`src/hdl/smram_pkg.sv`:
```
/*
 File holds constants and carrier types for the SMRAM access decoder.
 Assumes a 32-bit host address and a byte-wide configuration port.
*/
`default_nettype none
package smram_pkg;
   localparam logic [7:0] SMRAM_CONTROL_OFS = 8'h9D;
   localparam logic [7:0] EXT_SMRAM_CONTROL_OFS = 8'h9E;
   localparam logic [7:0] SMRAM_CONTROL_RST = 8'h02;
   localparam logic [7:0] EXT_SMRAM_CONTROL_RST = 8'h38;
   // Fields of smram_control
   localparam int OPEN_BIT = 6;
   localparam int CLOSED_BIT = 5;
   localparam int LOCK_BIT = 4;
   localparam int GLOBAL_EN_BIT = 3;
   localparam logic [2:0] COMPAT_BASE_SEG_VAL = 3'h2;
   // Fields of extended_smram_control
   localparam int HIGH_EN_BIT = 7;
   localparam int ERR_BIT = 6;
   localparam logic [2:0] CACHE_BITS_VAL = 3'h7;
   localparam int TOP_SEGMENT_SIZE_LSB = 1;
   localparam int TOP_SEGMENT_ENABLE_BIT = 0;
   // Address windows
   localparam logic [31:0] COMPAT_BASE = 32'h000A_0000;
   localparam logic [31:0] COMPAT_LAST = 32'h000B_FFFF;
   localparam logic [31:0] HIGH_BASE = 32'hFEDA_0000;
   localparam logic [31:0] HIGH_LAST = 32'hFEDB_FFFF;
   localparam logic [31:0] ONE_MB = 32'h0010_0000;
   localparam logic [31:0] TSEG_128K = 32'h0002_0000;

   typedef enum logic [1:0] {
      ROUTE_NONE,
      ROUTE_DRAM,
      ROUTE_HUB
   } route_e;

   typedef struct packed {
      logic valid;
      logic [31:0] addr;
      logic smm;
      logic code;
   } host_req_s;

   typedef struct packed {
      logic valid;
      route_e route;
      logic [31:0] dram_addr;
   } decode_res_s;
endpackage : smram_pkg
`default_nettype wire

```
`src/hdl/smram_access_decode.sv`:
```
/*
 File holds the SMRAM access decoder with its two control registers.
 Assumes host requests and config writes come from logic on I_CLK_SYS.
*/
// What this block does
// - Global enable exposes 128 KB at A0000h in SMM
// - Extended functions, except TSEG hiding, need global enable set
// - Lock freezes global, high, size, TSEG enable
// - Base segment reads 010, writes ignored
// - Compat DRAM not remapped, else hub
// - High window FEDA0000h remaps to A0000h
// - Non-SMM extended access, open clear, sets error
// - Error clears only by writing one
// - Cache and level enable bits read one
// - Size field selects 128K to 1M
// - Enabled TSEG not claimed as ordinary memory
// - TSEG appears only with both enables
// - Extended space is write-back cacheable
// - Lock set by write, forces open zero
// - Open and unlocked shows SMM DRAM unless closed blocks data
// - Closed blocks compat data, allows code references
// - Open, closed, lock need global enable
`default_nettype none
module smram_access_decode
   import smram_pkg::*;
(
   // Clock, reset, enable
   input wire logic I_CLK_SYS,
   input wire logic I_NRST,
   input wire logic I_CE,
   // Configuration port
   input wire logic I_CFG_WR,
   input wire logic [7:0] I_CFG_ADDR,
   input wire logic [7:0] I_CFG_WDATA,
   output logic [7:0] O_CFG_RDATA,
   // Memory layout
   input wire logic [31:0] I_TOP_OF_MEMORY,
   // Host request
   input wire host_req_s I_HOST_REQ,
   // Decode result
   output decode_res_s O_DECODE,
   output logic O_WB_CACHEABLE,
   output logic O_EXT_ERROR
);
   logic smm_open_q, smm_closed_q, smm_lock_q, global_en_q;
   logic high_en_q, err_q, top_segment_enable_q;
   logic [1:0] tseg_size_q;
   logic [7:0] rdata_q;
   decode_res_s dec_q;
   logic cache_q;

   wire wr_smc = I_CE && I_CFG_WR && (I_CFG_ADDR == SMRAM_CONTROL_OFS);
   wire wr_ext = I_CE && I_CFG_WR && (I_CFG_ADDR == EXT_SMRAM_CONTROL_OFS);
   // Lock and open act only under global enable
   wire lock_eff = smm_lock_q && global_en_q;
   wire open_eff = smm_open_q && !smm_lock_q && global_en_q;
   wire closed_eff = smm_closed_q && global_en_q;

   wire [31:0] a = I_HOST_REQ.addr;
   wire [31:0] tseg_len = TSEG_128K << tseg_size_q;
   wire [31:0] tseg_base = I_TOP_OF_MEMORY - tseg_len;
   wire in_compat = (a >= COMPAT_BASE) && (a <= COMPAT_LAST);
   wire in_high = (a >= HIGH_BASE) && (a <= HIGH_LAST);
   wire in_tseg = (a >= tseg_base) && (a < I_TOP_OF_MEMORY);
   wire high_on = global_en_q && high_en_q;
   wire tseg_on = global_en_q && top_segment_enable_q;
   wire smm_ok = I_HOST_REQ.smm || open_eff;
   wire compat_hit = global_en_q && in_compat && smm_ok
      && !(closed_eff && !I_HOST_REQ.code);
   wire high_hit = high_on && in_high && smm_ok;
   wire tseg_hit = tseg_on && in_tseg && smm_ok;
   wire ext_hit = high_hit || tseg_hit;
   wire ext_viol = I_HOST_REQ.valid && !I_HOST_REQ.smm && !open_eff
      && ((high_on && in_high) || (tseg_on && in_tseg));
   // TSEG range is not ordinary memory while enabled
   wire ordinary = (a < I_TOP_OF_MEMORY) && !in_compat && !(top_segment_enable_q && in_tseg)
      && !in_high;
   wire to_dram = compat_hit || ext_hit || ordinary;
   wire [31:0] dram_addr = high_hit ? (a - HIGH_BASE + COMPAT_BASE) : a;

   wire [7:0] smc_rd = {1'b0, smm_open_q, smm_closed_q, smm_lock_q, global_en_q,
      COMPAT_BASE_SEG_VAL};
   wire [7:0] ext_rd = {high_en_q, err_q, CACHE_BITS_VAL, tseg_size_q,
      top_segment_enable_q};
   wire [7:0] rd_mux = (I_CFG_ADDR == SMRAM_CONTROL_OFS) ? smc_rd :
      (I_CFG_ADDR == EXT_SMRAM_CONTROL_OFS) ? ext_rd : 8'h00;

   // smram_control, lock clears only on reset
   always_ff @(posedge I_CLK_SYS) begin
      if (!I_NRST) begin
         smm_open_q <= 1'b0;
         smm_closed_q <= 1'b0;
         smm_lock_q <= 1'b0;
         global_en_q <= 1'b0;
      end else if (wr_smc) begin
         smm_closed_q <= I_CFG_WDATA[CLOSED_BIT];
         if (!lock_eff) begin
            global_en_q <= I_CFG_WDATA[GLOBAL_EN_BIT];
            smm_lock_q <= I_CFG_WDATA[LOCK_BIT] && I_CFG_WDATA[GLOBAL_EN_BIT];
            smm_open_q <= I_CFG_WDATA[OPEN_BIT] && !I_CFG_WDATA[LOCK_BIT];
         end
      end
   end

   // extended_smram_control
   always_ff @(posedge I_CLK_SYS) begin
      if (!I_NRST) begin
         high_en_q <= EXT_SMRAM_CONTROL_RST[HIGH_EN_BIT];
         tseg_size_q <= EXT_SMRAM_CONTROL_RST[TOP_SEGMENT_SIZE_LSB +: 2];
         top_segment_enable_q <= EXT_SMRAM_CONTROL_RST[TOP_SEGMENT_ENABLE_BIT];
         err_q <= EXT_SMRAM_CONTROL_RST[ERR_BIT];
      end else if (I_CE) begin
         if (wr_ext && !lock_eff) begin
            high_en_q <= I_CFG_WDATA[HIGH_EN_BIT];
            tseg_size_q <= I_CFG_WDATA[TOP_SEGMENT_SIZE_LSB +: 2];
            top_segment_enable_q <= I_CFG_WDATA[TOP_SEGMENT_ENABLE_BIT];
         end
         // Set wins over a same-cycle write-one clear
         if (ext_viol)
            err_q <= 1'b1;
         else if (wr_ext && I_CFG_WDATA[ERR_BIT])
            err_q <= 1'b0;
      end
   end

   // Registered outputs
   always_ff @(posedge I_CLK_SYS) begin
      if (!I_NRST) begin
         rdata_q <= 8'h00;
         dec_q <= '0;
         cache_q <= 1'b0;
      end else if (I_CE) begin
         rdata_q <= rd_mux;
         dec_q.valid <= I_HOST_REQ.valid;
         dec_q.route <= !I_HOST_REQ.valid ? ROUTE_NONE : (to_dram ? ROUTE_DRAM : ROUTE_HUB);
         dec_q.dram_addr <= dram_addr;
         cache_q <= I_HOST_REQ.valid && ext_hit && (a >= ONE_MB);
      end
   end

   assign O_CFG_RDATA = rdata_q;
   assign O_DECODE = dec_q;
   assign O_WB_CACHEABLE = cache_q;
   assign O_EXT_ERROR = err_q;
endmodule : smram_access_decode
`default_nettype wire

```
`config.mk`:
```
export PLATFORM = sky130hd
export DESIGN_NAME = smram_access_decode
export DESIGN_NICKNAME = d
export VERILOG_FILES = /design/src/hdl/smram_pkg.sv /design/src/hdl/smram_access_decode.sv
export SDC_FILE = /design/constraint.sdc
export NUM_CORES = 1
export LEC_CHECK = 0
export ABC_AREA = 0
export BUFFER_PORTS_ARGS = -buffer_cell sky130_fd_sc_hd__buf_2
export CELL_PAD_IN_SITES_DETAIL_PLACEMENT = 0
export CELL_PAD_IN_SITES_GLOBAL_PLACEMENT = 1
export CORE_MARGIN = 1.5
export CORE_UTILIZATION = 38
export DETAILED_ROUTE_END_ITERATION = 7
export PLACE_DENSITY = 0.87
export REMOVE_ABC_BUFFERS = 1
export SYNTH_ARGS = -nofsm -noshare
export SYNTH_HDL_FRONTEND = slang
export SYNTH_SLANG_ARGS = --single-unit
```
`constraint.sdc`:
```
create_clock -name I_CLK_SYS -period 5.2 [get_ports I_CLK_SYS]
set_input_delay 1.04 -clock I_CLK_SYS [delete_from_list [all_inputs] [get_ports I_CLK_SYS]]
set_output_delay 1.04 -clock I_CLK_SYS [all_outputs]
set_load 0.03 [all_outputs]
```
==> flow_metrics.tcl, run 1 <==
set metrics [dict create \
    use_met2_pct 33.5 \
    drc 0 \
    die-area_mm2 0.0120 \
    status "finished, final reports clean" \
    floorplan.initialDensity_pct 39.5 \
    nets 788 \
    slew_headroom_pct 49.4 \
    p_total_uw 1080 \
    endpoint "O_DECODE[33]$_SDFFE_PN0P_" \
    synth_cells 505 \
    clock_skew_ps 3.71 \
    cp_max_fo 3 \
    cts_setup_buffers 0 \
    grt_overflow 0 \
    drt_first_pass_iters 4 \
    finalWeightedCongestion 0.848 \
    dp_hpwl_um 9790 \
    ys_top_cells_by_area "dfxtp_1 (25%), ha_1 (20%), mux2i_1 (7.0%)" \
    cts_hold_buf 0 \
    cp_slowest_stage_delay_ps 440 \
    synth_simple_gate_area_share_pct 23.8 \
    fin_crit_sh_pct 84.8 \
    cap_violations 0 \
    synth_top_area_cell "dfxtp_1" \
    die_w_um 110 \
    slew_violations 0 \
    holdCritPathClass "reg2reg" \
    timing.fmax_mhz 227 \
    synth_edf_count 0 \
    clock_sinks 53 \
    port-buffer-count 131 \
    post_synth_num_cell_types 64 \
    vias 4106 \
    ys.flop_type "dfxtp_1" \
    rsz0062_at_grt "false" \
    ir_worst_vdd_uv 122 \
    tightest_slew_ps 758 \
    cp-start-kind "input pin" \
    detail_route.wl_per_cell_um 15.4 \
    diodes 0 \
    clk_pin_slew_ps 70 \
    synth_fa_ha_area_share_pct 20.0 \
    use_met3_pct 3.38 \
    ios 132 \
    drtIter0Drc 136 \
    cp-end-kind "flop" \
    grt.busiest_layer "met2" \
    grt_pass1_wl_um 18900 \
    cts-root-buf "clkbuf_16" \
    vias_per_cell 5.31 \
    synth_area_mm2 0.00431 \
    grt_usage_pct 20.1 \
    setup_violations 0 \
    synth_seq_cells 53 \
    rows 38 \
    drive_above_1_share_pct 24.0 \
    report.final.hold_viol_count 0 \
    synthArstFlopShare_pct 0 \
    crit_chain "buf_2 -> ha_1 -> or2_1 -> a21oi_1 -> nor2b_1 -> o21a_1 -> or3b_1 -> nor3_1 -> xnor2_1 -> ha_1 -> and4_1 -> a221oi_1 -> o22ai_1 -> a31oi_4 -> mux2i_1 -> a21oi_1 -> a21o_1" \
    synth_mux_area_share_pct 6.96 \
    tritoncts "built" \
    die_y_um 110 \
    r2r_cells 17 \
    p_leak_uw 0.00258 \
    cts-htree-levels 2 \
    power.density_mw_per_mm2 206 \
    grt_util_met1_pct 26.5 \
    syn_area_per_cell_um2 8.54 \
    synthToLayoutAreaGrowth_pct 21.5 \
    seq_area_frac_synth_pct 24.6 \
    grt_pass1_vias 3941 \
    grt_max_degree 50 \
    cts_made_buffers 5 \
    fin_crit_ps 4410 \
    routed_wl_um 11900 \
    crit_path_start "I_TOP_OF_MEMORY[17]" \
    insertion_delay_ps 300 \
    cts_buffer_depth 2 \
    synth_top_family_by_area "simple AND/OR/NAND/NOR gates" \
    yosysWarnings 0 \
    r2r_slack_ps 940 \
    r2r-start "tseg_size_q[1]$_SDFFE_PN0P_" \
    synth_compound_area_share_pct 15.8 \
    cp.required_ps 5400 \
    setup-tns-final_ps 0 \
    cts_resized 0 \
    r2r-end "O_DECODE[33]$_SDFFE_PN0P_" \
    coreArea_mm2 0.0109 \
    slowest_stage "or3b_1" \
    worstSetupPathType "in2reg" \
    antenna_found_initial 0 \
    critical_path_arrival_ps 4610 \
    yosys.area.top_type_share_pct 24.6 \
    ant_nets 0 \
    synth_xor_area_share_pct 2.84 \
]
-- registers in the layout, indices dropped and copies added, names as in the netlist --
name,count
top_segment_enable_q,1
smm_open_q,1
smm_closed_q,1
O_DECODE,35
O_CFG_RDATA,8
high_en_q,1
O_WB_CACHEABLE,1
global_en_q,1
O_EXT_ERROR,1
tseg_size_q,2
smm_lock_q,1
-- critical path, delay by kind of cell --
family / cells / cell delay (ps)
buffers and inverters: 1 / 110
multiplexers: 1 / 230
XOR/XNOR: 1 / 150
AND/OR/NAND/NOR: 5 / 1190
AO/OA/AOI/OAI: 7 / 1310
adder cells (fa/ha/maj): 2 / 560
-- layout by cell type (no fill, tap or decap), types with 2 or more instances in the layout --
master and count:
xnor2_1 13, o211a_1 2, a221o_1 3, a22o_1 7, a21o_1 9, a21boi_0 5
o21ai_0 9, nor2_1 17, a31oi_1 3, a211oi_1 3, o21a_1 4, clkinvlp_4 2
a21oi_1 34, or3_1 2, o211ai_1 3, nor2b_1 37, nor4_1 5, nand2b_1 9
and4_1 5, mux2i_1 30, nand2_1 26, nor4b_1 2, clkbuf_16 5, nand4_1 16
nor3b_1 2, ha_1 69, o21ai_1 3, nand3b_1 2, and3_1 2, nor3_1 11
a221oi_1 2, nand3_1 21, inv_1 52, dfxtp_1 53, o22ai_1 2, and2_1 4
buf_2 131
-- Yosys cell counts, drive strengths merged (3+ instances only) --
| cell type | count |
|---|---|
| ha | 69 |
| dfxtp | 53 |
| inv | 52 |
| nor2b | 37 |
| a21oi | 34 |
| mux2i | 30 |
| nand2 | 27 |
| nand3 | 21 |
| nor2 | 17 |
| nand4 | 16 |
| o21ai | 13 |
| xnor2 | 13 |
| nor3 | 11 |
| a21o | 9 |
| nand2b | 9 |
| clkbuf | 8 |
| a22o | 7 |
| nor4 | 7 |
| a21boi | 5 |
| and2 | 5 |
| and4 | 5 |
| a31oi | 4 |
| buf | 4 |
| o21a | 4 |
| a211oi | 3 |
| a221o | 3 |
| and3 | 3 |
| nor3b | 3 |
| nor4b | 3 |
| o211ai | 3 |
| or2 | 3 |
-- metal layers --
layer	up-vias	wire, um	part of all wire (%)
li1	2064	-	-
met1	1919	5640	47
met2	113	5320	45
met3	10	804	6.7
met4	0	157	1.3
met5	-	0	0
-- worst min path at each step --
stage                         startpoint                   endpoint  slack (ps)  depth (start not counted)
4_1_cts        O_DECODE[32]$_SDFFE_PN0P_  O_DECODE[32]$_SDFFE_PN0P_         450                          2
3_5_place_dp   O_DECODE[33]$_SDFFE_PN0P_  O_DECODE[33]$_SDFFE_PN0P_         440                          1
2_1_floorplan    smm_open_q$_SDFFE_PN0P_    smm_open_q$_SDFFE_PN0P_         460                          2
5_1_grt        O_DECODE[32]$_SDFFE_PN0P_  O_DECODE[32]$_SDFFE_PN0P_         480                          2
3_3_place_gp   O_DECODE[33]$_SDFFE_PN0P_  O_DECODE[33]$_SDFFE_PN0P_         440                          1
6_report       O_DECODE[32]$_SDFFE_PN0P_  O_DECODE[32]$_SDFFE_PN0P_         450                          2
-- layout make-up --
type                    instances  area (um2)
inverters                      52         195
flip-flops and latches         53        1060
repair buffers                132         663
clock buffers                   5         125
fillers                      1084        5690
clock inverters                 3        26.3
well taps                     140         175
multi-input cells             388        3000
-- kinds of logic (layout without fill, tap and decap cells) --
family,after synthesis,count (layout)
simple gates,176,176
compound gates,99,99
fa+ha+maj,69,69
buf+inv,64,192
flops,53,53
mux,30,30
xor+xnor,14,14
-- stage by stage --
stage / utilization [%] / hold WS (ps) / cells / setup slack [ps] / cell area [um2]
6_report: 47.9 / 448 / 773 / 789 / 5240
5_1_grt: 47.9 / 480 / 773 / 541 / 5240
4_1_cts: 47.9 / 453 / 773 / 777 / 5240
3_5_place_dp: 46.5 / 442 / 765 / 467 / 5090
3_3_place_gp: 46.5 / 443 / 765 / 542 / 5090
2_1_floorplan: - / 463 / 493 / 853 / 4250
-- power by group --
part / total (uW) / leakage [uW] / switching [uW] / internal [uW]
clock: 348 / 0.0000680 / 166 / 182
sequential: 432 / 0.000435 / 8.98 / 423
combinational: 300 / 0.00208 / 179 / 121
(Power assumes the default switching activity.)
==> run 2, diff against run 1 <==
Clock period 5.2 ns to 4.6 ns, I/O delays scaled along.
==> run 2 against run 1 <==
Largest power group unchanged; via count is essentially flat; clock skew grew 0.93 ps; register-to-register slack lost 560 ps; critical path depth is the same; final cell count grew 0.52%; clock power grew 24%.
==> flow_metrics.tcl, run 2 (synthesis gave the netlist of run 1 again) <==
set metrics [dict create \
    cp.required_ps 4800 \
    p_sw_share_pct 30.7 \
    nFillCells 1089 \
    cts_made_buffers 5 \
    dpl_worst_slack_ps -7.67 \
    grt_pass1_vias 3973 \
    drtIter0Drc 221 \
    ir_worst_vdd_uv 130 \
    drive_above_1_share_pct 24.3 \
    setup_violations 0 \
    finalWeightedCongestion 0.893 \
    clock_sinks 53 \
    p_switching_uw 388 \
    power_frac_clock_pct 34.2 \
    worstSetupPathType "in2reg" \
    grt_overflow 0 \
    grt_pass1_wl_um 19500 \
    coreArea_mm2 0.0109 \
    worstHoldPathCells 2 \
    floorplan.initialDensity_pct 39.5 \
    routed_wl_um 12400 \
    nets 792 \
    grt_max_degree 48 \
    tightest_slew_ps 762 \
    r2r_cells 17 \
    antenna_found_initial 0 \
    cap_violations 0 \
    cts-root-buf "clkbuf_16" \
    grt_usage_pct 21.0 \
    slew_headroom_pct 49.1 \
    p_int_uw 875 \
    die_w_um 110 \
    diodes 0 \
    drc 0 \
    ant_nets 0 \
    rows 38 \
    fin_crit_ps 4310 \
    p_leak_uw 0.00262 \
    drt_first_pass_iters 4 \
    synthToLayoutAreaGrowth_pct 22.6 \
    cp-end-kind "flop" \
    seqPwrFrac_pct 38.7 \
    dp_hpwl_um 10100 \
    layout_common_cells "buf_2 (131), ha_1 (69), dfxtp_1 (53), inv_1 (52), nor2b_1 (37)" \
    slew_violations 0 \
    combPwrFrac_pct 27.1 \
    tritoncts "built" \
    die-area_mm2 0.0120 \
    clock_skew_ps 4.63 \
    final_common_cell "buf_2" \
    largest_reg_flops 35 \
    critical_path_arrival_ps 4500 \
    cp_max_fo 3 \
    detail_route.wl_per_cell_um 15.9 \
    report.final.hold_viol_count 0 \
    insertion_delay_ps 300 \
    fin_ws_ps 294 \
    vias_per_cell 5.28 \
    port-buffer-count 131 \
    holdCritPathClass "reg2reg" \
    cts_setup_buffers 0 \
    rsz0062_at_grt "false" \
    ios 132 \
    cp-start-kind "input pin" \
    fin_crit_sh_pct 93.6 \
    die_y_um 110 \
    final_util_pct 48.4 \
    vias 4105 \
    status "finished, final reports clean" \
    cts_buffer_depth 2 \
    power.density_mw_per_mm2 239 \
    cts-htree-levels 2 \
    timing.fmax_mhz 232 \
    clk_pin_slew_ps 70 \
    cts_hold_buf 0 \
    cts_resized 0 \
]
run 2: power groups by stage:
stage / Clock (uW) / Sequential (uW) / Combinational, uW
4_1_cts: 441 / 489 / 344
3_3_place_gp: 0 / 499 / 332
6_report: 432 / 489 / 342
3_5_place_dp: 0 / 500 / 343
2_1_floorplan: 0 / 539 / 158
5_1_grt: 460 / 492 / 382
run 2: cell type report:
class,count,area [um2],share of cell area (%)
Multi-Input combinational cell,388,3000,56.6
Clock buffer,6,129,2.44
Tap cell,140,175,3.31
Sequential cell,53,1060,20.1
Clock inverter,2,38.8,0.734
Inverter,52,195,3.69
Timing Repair Buffer,136,693,13.1
run 2: routing by layer:
metal	global-route usage, %	wire [um]	up-vias	share of wire (%)
met4	8.44	269	0	2.2
met3	2.79	761	15	6.1
met1	27.9	5800	1891	47
met5	0	0	-	0
li1	-	-	2075	-
met2	34.1	5560	124	45
run 2: final timing paths:
| check | start | endpoint | slack (ps) |
|---|---|---|---|
| worst max register to register | tseg_size_q[1]$_SDFFE_PN0P_ | O_DECODE[33]$_SDFFE_PN0P_ | 380 |
| worst min register to register | O_DECODE[32]$_SDFFE_PN0P_ | O_DECODE[32]$_SDFFE_PN0P_ | 450 |
| worst min-delay path | O_DECODE[32]$_SDFFE_PN0P_ | O_DECODE[32]$_SDFFE_PN0P_ | 450 |
| worst max-delay path | I_TOP_OF_MEMORY[17] | O_DECODE[33]$_SDFFE_PN0P_ | 290 |
run 2: worst max-delay path, stage by stage:
cell,delay (ps)
buf_2,110
ha_1,300
or2_1,220
a21oi_1,230
nor2b_1,70
o21a_1,200
or3b_1,440
nor3_1,230
xnor2_1,180
ha_1,280
and4_1,210
a221oi_1,280
o22ai_1,160
a31oi_4,180
mux2i_1,250
a21oi_1,90
a21o_1,150
run 2: metrics by stage:
| step | std cells | hold WS (ps) | cell area [um2] | TNS [ps] | power [uW] |
|---|---|---|---|---|---|
| 5_1_grt | 777 | 479 | 5290 | 0 | 1330 |
| 6_report | 777 | 450 | 5290 | 0 | 1260 |
| 2_1_floorplan | 493 | 463 | 4250 | 0 | 697 |
| 3_5_place_dp | 769 | 443 | 5120 | -7.67 | 842 |
| 3_3_place_gp | 769 | 442 | 5120 | 0 | 831 |
| 4_1_cts | 777 | 455 | 5290 | 0 | 1270 |
